## config.mk

```make
export PLATFORM = sky130hd
export DESIGN_NAME = hesu_top
export DESIGN_NICKNAME = d
export VERILOG_FILES = /design/src/inc/hesu_pkg.sv /design/src/inc/hesu_lane_if.sv /design/src/logic/hesu_swap_lane.sv /design/src/logic/hesu_top.sv
export SDC_FILE = /design/constraint.sdc
export NUM_CORES = 1
export LEC_CHECK = 0
export BUFFER_PORTS_ARGS = -buffer_cell sky130_fd_sc_hd__buf_4
export CAP_MARGIN = 15
export CELL_PAD_IN_SITES_DETAIL_PLACEMENT = 0
export CELL_PAD_IN_SITES_GLOBAL_PLACEMENT = 1
export CORE_UTILIZATION = 34
export CTS_CLUSTER_DIAMETER = 120
export CTS_CLUSTER_SIZE = 40
export DETAILED_ROUTE_END_ITERATION = 7
export GPL_ROUTABILITY_DRIVEN = 0
export PLACE_DENSITY = 0.8
export SLEW_MARGIN = 20
export SYNTH_ARGS = -nofsm -noshare
export SYNTH_HDL_FRONTEND = slang
export SYNTH_HIERARCHICAL = 1
export SYNTH_SLANG_ARGS = --single-unit
```

## constraint.sdc

```tcl
create_clock -name I_REF_CLK -period 2.2 [get_ports I_REF_CLK]
set_clock_uncertainty 0.2 [all_clocks]
set_input_delay 0 -clock I_REF_CLK [delete_from_list [all_inputs] [get_ports I_REF_CLK]]
set_output_delay 0 -clock I_REF_CLK [all_outputs]
set_load 0.01 [all_outputs]
```

## src/inc/hesu_pkg.sv

```systemverilog
package hesu_pkg;

  // Register byte offsets, low address byte only
  localparam logic [7:0] ADDR_BUF_OFS  = 8'h00;
  localparam logic [7:0] SWAP_STAT_OFS = 8'h04;
  localparam logic [7:0] BLK_PTR_OFS   = 8'h08;

  // Control field of the first address buffer word
  localparam int CTL_LO = 8;
  localparam int CTL_HI = 11;

  // Positions inside the four swap enables
  localparam int SW_CMD_BYTE = 0;
  localparam int SW_CMD_WORD = 1;
  localparam int SW_DAT_BYTE = 2;
  localparam int SW_DAT_WORD = 3;

  // Status register layout
  localparam int STAT_SEQ_BIT = 4;
  localparam int STAT_BLK_BIT = 5;

  // Reset values
  localparam logic [3:0]  SWAP_RST = 4'h0;
  localparam logic [31:0] PTR_RST  = 32'h0000_0000;

  // Parameter block double-word indexes
  localparam logic [2:0] BLK_W_ID   = 3'h0;
  localparam logic [2:0] BLK_W_TGT  = 3'h1;
  localparam logic [2:0] BLK_W_ADDR = 3'h2;
  localparam logic [2:0] BLK_W_CNT  = 3'h3;
  localparam logic [2:0] BLK_W_CDB0 = 3'h4;
  localparam logic [2:0] BLK_W_CDB1 = 3'h5;
  localparam logic [2:0] BLK_W_LAST = 3'h6;
  localparam logic [2:0] BLK_W_SAT  = 3'h7;

  // Byte swap within halves, word swap of halves
  // Both together reverse all four bytes
  function automatic logic [31:0] swap_dword(input logic [31:0] d,
                                             input logic        bsw,
                                             input logic        wsw);
    logic [31:0] t;
    t = bsw ? {d[23:16], d[31:24], d[7:0], d[15:8]} : d;
    return wsw ? {t[15:0], t[31:16]} : t;
  endfunction

  // Byte at offset n of a big-endian double-word
  function automatic logic [7:0] byte_lane(input logic [31:0] d,
                                           input logic [1:0]  n);
    logic [7:0] b;
    case (n)
      2'h0:    b = d[31:24];
      2'h1:    b = d[23:16];
      2'h2:    b = d[15:8];
      default: b = d[7:0];
    endcase
    return b;
  endfunction

endpackage

```

## src/inc/hesu_lane_if.sv

```systemverilog
`timescale 1ns/1ps
interface hesu_lane_if;
  logic        byte_sw;
  logic        word_sw;
  logic        in_valid;
  logic        in_ready;
  logic [31:0] in_data;
  logic        out_valid;
  logic        out_ready;
  logic [31:0] out_data;

  modport lane (input  byte_sw, word_sw, in_valid, in_data, out_ready,
                output in_ready, out_valid, out_data);
  modport ctrl (output byte_sw, word_sw, in_valid, in_data, out_ready,
                input  in_ready, out_valid, out_data);
endinterface

```

## src/logic/hesu_swap_lane.sv

```systemverilog
`timescale 1ns/1ps
module hesu_swap_lane (
  // Clock and reset
  input  wire logic  i_clk,
  input  wire logic  i_rst_n,
  // Word lane
  hesu_lane_if.lane  lane
);

  logic        vld_r;
  logic        vld_nxt;
  logic [31:0] dat_r;
  logic [31:0] dat_nxt;
  logic        fire;

  assign lane.in_ready  = !vld_r || lane.out_ready;
  assign fire           = lane.in_valid && lane.in_ready;
  assign lane.out_valid = vld_r;
  assign lane.out_data  = dat_r;

  always_comb begin
    vld_nxt = vld_r;
    dat_nxt = dat_r;
    if (fire) begin
      vld_nxt = 1'b1;
      dat_nxt = hesu_pkg::swap_dword(lane.in_data, lane.byte_sw, lane.word_sw);
    end else if (lane.out_ready) begin
      vld_nxt = 1'b0;
    end
  end

  always_ff @(posedge i_clk) begin
    if (!i_rst_n) begin
      vld_r <= 1'b0;
      dat_r <= 32'h0000_0000;
    end else begin
      vld_r <= vld_nxt;
      dat_r <= dat_nxt;
    end
  end

  a_plain_order: assert property (@(posedge i_clk) disable iff (!i_rst_n)
    fire && !lane.byte_sw && !lane.word_sw |=> lane.out_data == $past(lane.in_data))
    else $error("unswapped word altered");

  a_full_reverse: assert property (@(posedge i_clk) disable iff (!i_rst_n)
    fire && lane.byte_sw && lane.word_sw |=>
      lane.out_data == {$past(lane.in_data[7:0]), $past(lane.in_data[15:8]),
                        $past(lane.in_data[23:16]), $past(lane.in_data[31:24])})
    else $error("bytes not fully reversed");

  a_byte_halves: assert property (@(posedge i_clk) disable iff (!i_rst_n)
    fire && lane.byte_sw && !lane.word_sw |=>
      lane.out_data == {$past(lane.in_data[23:16]), $past(lane.in_data[31:24]),
                        $past(lane.in_data[7:0]), $past(lane.in_data[15:8])})
    else $error("byte swap wrong");

  a_word_halves: assert property (@(posedge i_clk) disable iff (!i_rst_n)
    fire && !lane.byte_sw && lane.word_sw |=>
      lane.out_data == {$past(lane.in_data[15:0]), $past(lane.in_data[31:16])})
    else $error("word swap wrong");

  a_no_wait: assert property (@(posedge i_clk) disable iff (!i_rst_n)
    fire |=> lane.out_valid)
    else $error("swap added latency");

  a_hold_stall: assert property (@(posedge i_clk) disable iff (!i_rst_n)
    lane.out_valid && !lane.out_ready |=> lane.out_valid && $stable(lane.out_data))
    else $error("output lost under stall");

endmodule

```

## src/logic/hesu_top.sv

```systemverilog
`timescale 1ns/1ps
module hesu_top (
  // Clock and reset
  input  wire logic        I_REF_CLK,
  input  wire logic        I_RST_N,
  // AHB-Lite slave
  input  wire logic        I_HSEL,
  input  wire logic [31:0] I_HADDR,
  input  wire logic [1:0]  I_HTRANS,
  input  wire logic        I_HWRITE,
  input  wire logic [2:0]  I_HSIZE,
  input  wire logic [31:0] I_HWDATA,
  input  wire logic        I_HREADY,
  output logic      [31:0] O_HRDATA,
  output logic             O_HREADYOUT,
  output logic             O_HRESP,
  // Command structure lane
  input  wire logic        I_CMD_VALID,
  input  wire logic [31:0] I_CMD_DATA,
  output logic             O_CMD_READY,
  output logic             O_CMD_VALID,
  output logic      [31:0] O_CMD_DATA,
  input  wire logic        I_CMD_READY,
  // Transfer data lane
  input  wire logic        I_DAT_VALID,
  input  wire logic [31:0] I_DAT_DATA,
  output logic             O_DAT_READY,
  output logic             O_DAT_VALID,
  output logic      [31:0] O_DAT_DATA,
  input  wire logic        I_DAT_READY,
  // Parameter block decode
  input  wire logic        I_BLK_RESTART,
  output logic      [31:0] O_BLK_PTR,
  output logic             O_BLK_GO,
  output logic             O_BLK_VALID,
  output logic      [31:0] O_BLK_CMD_ID,
  output logic      [7:0]  O_BLK_FLAGS2,
  output logic      [7:0]  O_BLK_FLAGS1,
  output logic      [7:0]  O_BLK_ADDR_MOD,
  output logic      [7:0]  O_BLK_TARGET,
  output logic      [31:0] O_BLK_MEM_ADDR,
  output logic      [31:0] O_BLK_XFER_CNT,
  output logic      [95:0] O_BLK_CDB
);

  typedef enum logic [1:0] {BUS_IDLE, BUS_WR, BUS_RD_WAIT, BUS_RD_DONE} hesu_bus_e;

  hesu_bus_e   bus_r;
  hesu_bus_e   bus_nxt;
  logic [7:0]  addr_r;
  logic [7:0]  addr_nxt;
  logic [31:0] rdat_r;
  logic [31:0] rdat_nxt;
  logic [31:0] rd_val;
  logic        ap_ok;

  logic [3:0]  swap_r;
  logic [3:0]  swap_nxt;
  logic        seq_r;
  logic        seq_nxt;
  logic [31:0] ptr_r;
  logic [31:0] ptr_nxt;
  logic        go_r;
  logic        go_nxt;
  logic        buf_wr;

  logic [2:0]  idx_r;
  logic [2:0]  idx_nxt;
  logic [2:0]  base;
  logic        cmd_fire;
  logic        bv_r;
  logic        bv_nxt;
  logic [31:0] id_r;
  logic [31:0] id_nxt;
  logic [31:0] w1_r;
  logic [31:0] w1_nxt;
  logic [31:0] ma_r;
  logic [31:0] ma_nxt;
  logic [31:0] cnt_r;
  logic [31:0] cnt_nxt;
  logic [95:0] cdb_r;
  logic [95:0] cdb_nxt;

  hesu_lane_if cmd_if ();
  hesu_lane_if dat_if ();

  // Bus slave: writes take no wait, reads one
  assign ap_ok       = I_HSEL && I_HTRANS[1] && I_HREADY;
  assign O_HREADYOUT = bus_r != BUS_RD_WAIT;
  assign O_HRESP     = 1'b0;
  assign O_HRDATA    = rdat_r;

  always_comb begin
    bus_nxt  = bus_r;
    addr_nxt = addr_r;
    rdat_nxt = rdat_r;
    case (addr_r)
      hesu_pkg::SWAP_STAT_OFS: begin
        rd_val = 32'h0000_0000;
        rd_val[3:0] = swap_r;
        rd_val[hesu_pkg::STAT_SEQ_BIT] = seq_r;
        rd_val[hesu_pkg::STAT_BLK_BIT] = bv_r;
      end
      hesu_pkg::BLK_PTR_OFS: rd_val = ptr_r;
      default:               rd_val = 32'h0000_0000;
    endcase
    case (bus_r)
      BUS_RD_WAIT: begin
        bus_nxt  = BUS_RD_DONE;
        rdat_nxt = rd_val;
      end
      default: begin
        bus_nxt = BUS_IDLE;
        if (ap_ok) begin
          addr_nxt = I_HADDR[7:0];
          bus_nxt  = I_HWRITE ? BUS_WR : BUS_RD_WAIT;
        end
      end
    endcase
  end

  always_ff @(posedge I_REF_CLK) begin
    if (!I_RST_N) begin
      bus_r  <= BUS_IDLE;
      addr_r <= 8'h00;
      rdat_r <= 32'h0000_0000;
    end else begin
      bus_r  <= bus_nxt;
      addr_r <= addr_nxt;
      rdat_r <= rdat_nxt;
    end
  end

  // Address buffer port: control word, then block pointer
  assign buf_wr    = (bus_r == BUS_WR) && (addr_r == hesu_pkg::ADDR_BUF_OFS);
  assign O_BLK_PTR = ptr_r;
  assign O_BLK_GO  = go_r;

  always_comb begin
    swap_nxt = swap_r;
    seq_nxt  = seq_r;
    ptr_nxt  = ptr_r;
    go_nxt   = 1'b0;
    if (buf_wr) begin
      if (!seq_r) begin
        swap_nxt = I_HWDATA[hesu_pkg::CTL_HI:hesu_pkg::CTL_LO];
        seq_nxt  = 1'b1;
      end else begin
        ptr_nxt = I_HWDATA;
        seq_nxt = 1'b0;
        go_nxt  = 1'b1;
      end
    end
  end

  always_ff @(posedge I_REF_CLK) begin
    if (!I_RST_N) begin
      swap_r <= hesu_pkg::SWAP_RST;
      seq_r  <= 1'b0;
      ptr_r  <= hesu_pkg::PTR_RST;
      go_r   <= 1'b0;
    end else begin
      swap_r <= swap_nxt;
      seq_r  <= seq_nxt;
      ptr_r  <= ptr_nxt;
      go_r   <= go_nxt;
    end
  end

  assign cmd_if.byte_sw   = swap_r[hesu_pkg::SW_CMD_BYTE];
  assign cmd_if.word_sw   = swap_r[hesu_pkg::SW_CMD_WORD];
  assign dat_if.byte_sw   = swap_r[hesu_pkg::SW_DAT_BYTE];
  assign dat_if.word_sw   = swap_r[hesu_pkg::SW_DAT_WORD];
  assign cmd_if.in_valid  = I_CMD_VALID;
  assign cmd_if.in_data   = I_CMD_DATA;
  assign cmd_if.out_ready = I_CMD_READY;
  assign dat_if.in_valid  = I_DAT_VALID;
  assign dat_if.in_data   = I_DAT_DATA;
  assign dat_if.out_ready = I_DAT_READY;
  assign O_CMD_READY      = cmd_if.in_ready;
  assign O_CMD_VALID      = cmd_if.out_valid;
  assign O_CMD_DATA       = cmd_if.out_data;
  assign O_DAT_READY      = dat_if.in_ready;
  assign O_DAT_VALID      = dat_if.out_valid;
  assign O_DAT_DATA       = dat_if.out_data;

  hesu_swap_lane u_cmd_lane (
    .i_clk   (I_REF_CLK),
    .i_rst_n (I_RST_N),
    .lane    (cmd_if)
  );

  hesu_swap_lane u_dat_lane (
    .i_clk   (I_REF_CLK),
    .i_rst_n (I_RST_N),
    .lane    (dat_if)
  );

  // Parameter block decode from big-endian words
  assign cmd_fire       = cmd_if.out_valid && I_CMD_READY;
  assign base           = I_BLK_RESTART ? hesu_pkg::BLK_W_ID : idx_r;
  assign O_BLK_VALID    = bv_r;
  assign O_BLK_CMD_ID   = id_r;
  assign O_BLK_FLAGS2   = hesu_pkg::byte_lane(w1_r, 2'h0);
  assign O_BLK_FLAGS1   = hesu_pkg::byte_lane(w1_r, 2'h1);
  assign O_BLK_ADDR_MOD = hesu_pkg::byte_lane(w1_r, 2'h2);
  assign O_BLK_TARGET   = hesu_pkg::byte_lane(w1_r, 2'h3);
  assign O_BLK_MEM_ADDR = ma_r;
  assign O_BLK_XFER_CNT = cnt_r;
  assign O_BLK_CDB      = cdb_r;

  always_comb begin
    idx_nxt = base;
    bv_nxt  = I_BLK_RESTART ? 1'b0 : bv_r;
    id_nxt  = id_r;
    w1_nxt  = w1_r;
    ma_nxt  = ma_r;
    cnt_nxt = cnt_r;
    cdb_nxt = cdb_r;
    if (cmd_fire) begin
      if (base != hesu_pkg::BLK_W_SAT) begin
        idx_nxt = base + 3'h1;
      end
      case (base)
        hesu_pkg::BLK_W_ID:   id_nxt = O_CMD_DATA;
        hesu_pkg::BLK_W_TGT:  w1_nxt = O_CMD_DATA;
        // Lane 0 holds the most significant byte
        hesu_pkg::BLK_W_ADDR: ma_nxt = O_CMD_DATA;
        hesu_pkg::BLK_W_CNT:  cnt_nxt = O_CMD_DATA;
        hesu_pkg::BLK_W_CDB0: cdb_nxt[95:64] = O_CMD_DATA;
        hesu_pkg::BLK_W_CDB1: cdb_nxt[63:32] = O_CMD_DATA;
        hesu_pkg::BLK_W_LAST: begin
          cdb_nxt[31:0] = O_CMD_DATA;
          bv_nxt        = 1'b1;
        end
        default: ;
      endcase
    end
  end

  always_ff @(posedge I_REF_CLK) begin
    if (!I_RST_N) begin
      idx_r <= hesu_pkg::BLK_W_ID;
      bv_r  <= 1'b0;
      id_r  <= 32'h0000_0000;
      w1_r  <= 32'h0000_0000;
      ma_r  <= 32'h0000_0000;
      cnt_r <= 32'h0000_0000;
      cdb_r <= 96'h0;
    end else begin
      idx_r <= idx_nxt;
      bv_r  <= bv_nxt;
      id_r  <= id_nxt;
      w1_r  <= w1_nxt;
      ma_r  <= ma_nxt;
      cnt_r <= cnt_nxt;
      cdb_r <= cdb_nxt;
    end
  end

  a_first_word_latch: assert property (@(posedge I_REF_CLK) disable iff (!I_RST_N)
    buf_wr && !seq_r |=> swap_r == $past(I_HWDATA[hesu_pkg::CTL_HI:hesu_pkg::CTL_LO]) && seq_r)
    else $error("control field not latched");

  a_second_word_ptr: assert property (@(posedge I_REF_CLK) disable iff (!I_RST_N)
    buf_wr && seq_r |=> O_BLK_GO && $stable(swap_r) ##1 !O_BLK_GO)
    else $error("second word changed enables");

  a_status_enables: assert property (@(posedge I_REF_CLK) disable iff (!I_RST_N)
    bus_r == BUS_RD_DONE && addr_r == hesu_pkg::SWAP_STAT_OFS |->
      O_HRDATA[3:0] == swap_r)
    else $error("status does not show enables");

  a_write_no_wait: assert property (@(posedge I_REF_CLK) disable iff (!I_RST_N)
    ap_ok && I_HWRITE |=> O_HREADYOUT)
    else $error("write stalled");

  a_read_one_wait: assert property (@(posedge I_REF_CLK) disable iff (!I_RST_N)
    ap_ok && !I_HWRITE |=> !O_HREADYOUT ##1 O_HREADYOUT)
    else $error("read wait wrong");

  a_target_lane: assert property (@(posedge I_REF_CLK) disable iff (!I_RST_N)
    cmd_fire && base == hesu_pkg::BLK_W_TGT |=>
      O_BLK_TARGET == $past(O_CMD_DATA[7:0]) && O_BLK_FLAGS2 == $past(O_CMD_DATA[31:24]))
    else $error("second word fields misplaced");

  a_cdb_first: assert property (@(posedge I_REF_CLK) disable iff (!I_RST_N)
    cmd_fire && base == hesu_pkg::BLK_W_CDB0 |=> O_BLK_CDB[95:88] == $past(O_CMD_DATA[31:24]))
    else $error("command byte 0 misplaced");

  a_msb_low_addr: assert property (@(posedge I_REF_CLK) disable iff (!I_RST_N)
    cmd_fire && base == hesu_pkg::BLK_W_ADDR |=> O_BLK_MEM_ADDR[31:24] == $past(O_CMD_DATA[31:24]))
    else $error("address byte order wrong");

  a_block_done: assert property (@(posedge I_REF_CLK) disable iff (!I_RST_N)
    cmd_fire && base == hesu_pkg::BLK_W_LAST |=> O_BLK_VALID)
    else $error("block not marked complete");

endmodule

```

==> impl_metrics.tcl <==
set metrics [dict create \
    layout_common_cells "buf_4, dfxtp_1, a21oi_1" \
    ys.flop_type "dfxtp_1" \
    cts-root-buf "clkbuf_16" \
    synth_edf_count 0 \
    grt_use_total 0.257 \
    grt_pass1_wl_um 92900 \
    clkTransAtPathRegs_ps 150 \
    drt_iter0_drc 1455 \
    yosysSeqAreaShare 0.485 \
    max_freq_mhz 460 \
    dr.pass1.iters 5 \
    min_path_cells 4 \
    synth_top_cells_by_area "dfxtp_1, mux2i_1, a21oi_1" \
    critical_path_class "flop to flop" \
    initial_core_util 0.347 \
    peakVddDrop_mv 0.542 \
    drc 0 \
    core_um2 44500 \
    die_x_um 215 \
    grt_max_degree 98 \
    area_delta_synth_final_pct 42.8 \
    final_common_cell "buf_4" \
    antenna_found_initial 0 \
    place_inst 2673 \
    grt.overflow.total 0 \
    relSlewSlack 0.392 \
    vias 15554 \
    setup_violations 0 \
    drive_gt1_frac 0.259 \
    hold_class "input pin to flop" \
    htreeDepth 1 \
    dp_hpwl_um 40400 \
    cts_tree "done" \
    cts_made_buffers 14 \
    std_cell_rows 77 \
    clock_latency_ps 550 \
    maxCapViolations 0 \
    drt_wl_total_um 62800 \
    grt_setup_unrepaired "false" \
    synthCells 1729 \
    final_nets 2430 \
    final_max_slew_viol_count 0 \
    vias_per_cell 5.40 \
    synthArstFlopShare 0 \
    synth_area_leader_cell "dfxtp_1" \
    cts.path.max_buffers 3 \
    ios 503 \
    tightest_slew_ps 909 \
    die-area_um2 46300 \
    p_leak_nw 8.64 \
    period_minus_slack_ps 2170 \
    pre_cts_ws_ps 83.4 \
    syn-cell-area_um2 15400 \
    start_kind "flop" \
    cellPowerDensity_nw_per_um2 556 \
    wl_per_cell_um 21.8 \
    fin_ws_ps 27.9 \
    end_kind "flop" \
    grt_pass1_vias 14936 \
    drtAntennaViolNets 0 \
    worst_ep_arrival_time_ps 2390 \
    synth.net_count 1872 \
    synth_top_area_share 0.485 \
    yosys_warnings 6 \
    finalNonFillerCells 2883 \
    diodes 0 \
    cts.sinks 374 \
    post-route-period-util 0.987 \
    ys_ff_latch 374 \
    portBuffers 473 \
    syn_area_per_cell_um2 8.93 \
    die_y_um 215 \
    rr_worst_depth 5 \
    ys_types 43 \
    hold_violations 0 \
    crit_fanout 34 \
    setup_tns_ps 0 \
    crit_required_ps 2420 \
    status "complete, no violations" \
]
state kept, by name, summed over array words and instances, names as in the netlist, 32 cells and up:
name	flops
O_BLK_MEM_ADDR	32
O_HRDATA	32
O_BLK_CDB	96
w1_r	32
O_BLK_CMD_ID	32
O_BLK_PTR	32
u_dat_lane/lane.out_data	32
O_BLK_XFER_CNT	32
u_cmd_lane/lane.out_data	32
synthesized netlist by cell type, types with 2 or more instances:
| library cell | count |
|---|---|
| clkbuf_1 | 138 |
| and3_1 | 9 |
| or3_1 | 2 |
| nand2b_4 | 2 |
| nor4_1 | 3 |
| nand3_1 | 204 |
| a22o_1 | 64 |
| a21boi_2 | 2 |
| mux2i_1 | 197 |
| or4_2 | 6 |
| a22oi_1 | 2 |
| o21ai_0 | 200 |
| dfxtp_1 | 374 |
| nor2b_1 | 3 |
| a221o_1 | 6 |
| nand2b_1 | 4 |
| buf_12 | 6 |
| or2_2 | 2 |
| buf_6 | 9 |
| buf_2 | 14 |
| clkbuf_4 | 6 |
| nand2_1 | 189 |
| buf_1 | 7 |
| inv_1 | 5 |
| nor2_1 | 8 |
| nor4bb_1 | 2 |
| a21oi_1 | 229 |
| or4_1 | 20 |
| a21boi_0 | 2 |
final cells by class:
type / instances / area, um^2
clock inverter: 4 / 75.1
clock buffer: 16 / 379
sequential: 374 / 7500
multi-input combinational: 1169 / 7170
inverter: 6 / 27.5
tap: 592 / 741
fill: 4158 / 22500
timing repair buffer: 722 / 6170
stage by stage:
step           hold WS [ps]  power (mW)  area [um^2]   util
2_1_floorplan         -76.8        7.72        15400      -
3_3_place_gp           54.2        8.37        19600  0.441
3_5_place_dp           62.1        8.39        19600  0.441
4_1_cts                57.6        12.3        22000  0.494
5_1_grt                93.0        12.7        22100  0.495
6_report               80.6        12.3        22100  0.495
path summary, 6_finish.rpt:
path                                   from                           end  slack (ps)
worst max-delay path              swap_r[0]  u_cmd_lane/lane.out_data[24]          30
worst max register to register    swap_r[0]  u_cmd_lane/lane.out_data[24]          30
worst min register to register  O_HRDATA[7]                   O_HRDATA[7]         260
worst min-delay path               I_HWRITE                      bus_r[0]          80
kinds of logic after synthesis:
logic type | Yosys count | synth area share
AND/OR/NAND/NOR | 463 | 0.144
AO/OA/AOI/OAI | 507 | 0.184
flip-flops | 374 | 0.485
multiplexers | 197 | 0.128
buffers and inverters | 187 | 0.0590
other | 1 | 0.000243
timing repair:
| action | CTS | global route |
|---|---|---|
| hold buffers | 189 | 0 |
| endpoints found under the setup margin | 0 | 24 |
| setup buffers | 0 | 0 |
| gates resized for setup | 0 | 11 |
| endpoints found under the hold margin | 286 | 0 |
metal layers:
metal  wire (um)  vias up  part of all wire  track usage
li1            -     7262                 -            -
met1       26300     7563              0.42        0.328
met2       29500      591              0.47        0.422
met3        3880      138             0.062       0.0436
met4        3060        0             0.049        0.122
met5           0        -                 0            0
power by group:
| group | leakage [nW] | switching, mW | total, mW | internal (mW) |
|---|---|---|---|---|
| logic | 5.39 | 0.703 | 1.44 | 0.733 |
| registers | 3.03 | 0.248 | 7.13 | 6.88 |
| clock network | 0.219 | 2.35 | 3.69 | 1.33 |
worst max-delay path, stage by stage (launching register included):
cell and delay, ps:
dfxtp_2 360, buf_12 230, mux2i_1 340, mux2i_1 130, dlygate4sd3_1 580, a22o_1 190
Note: power is estimated with default switching activity, not from simulation.
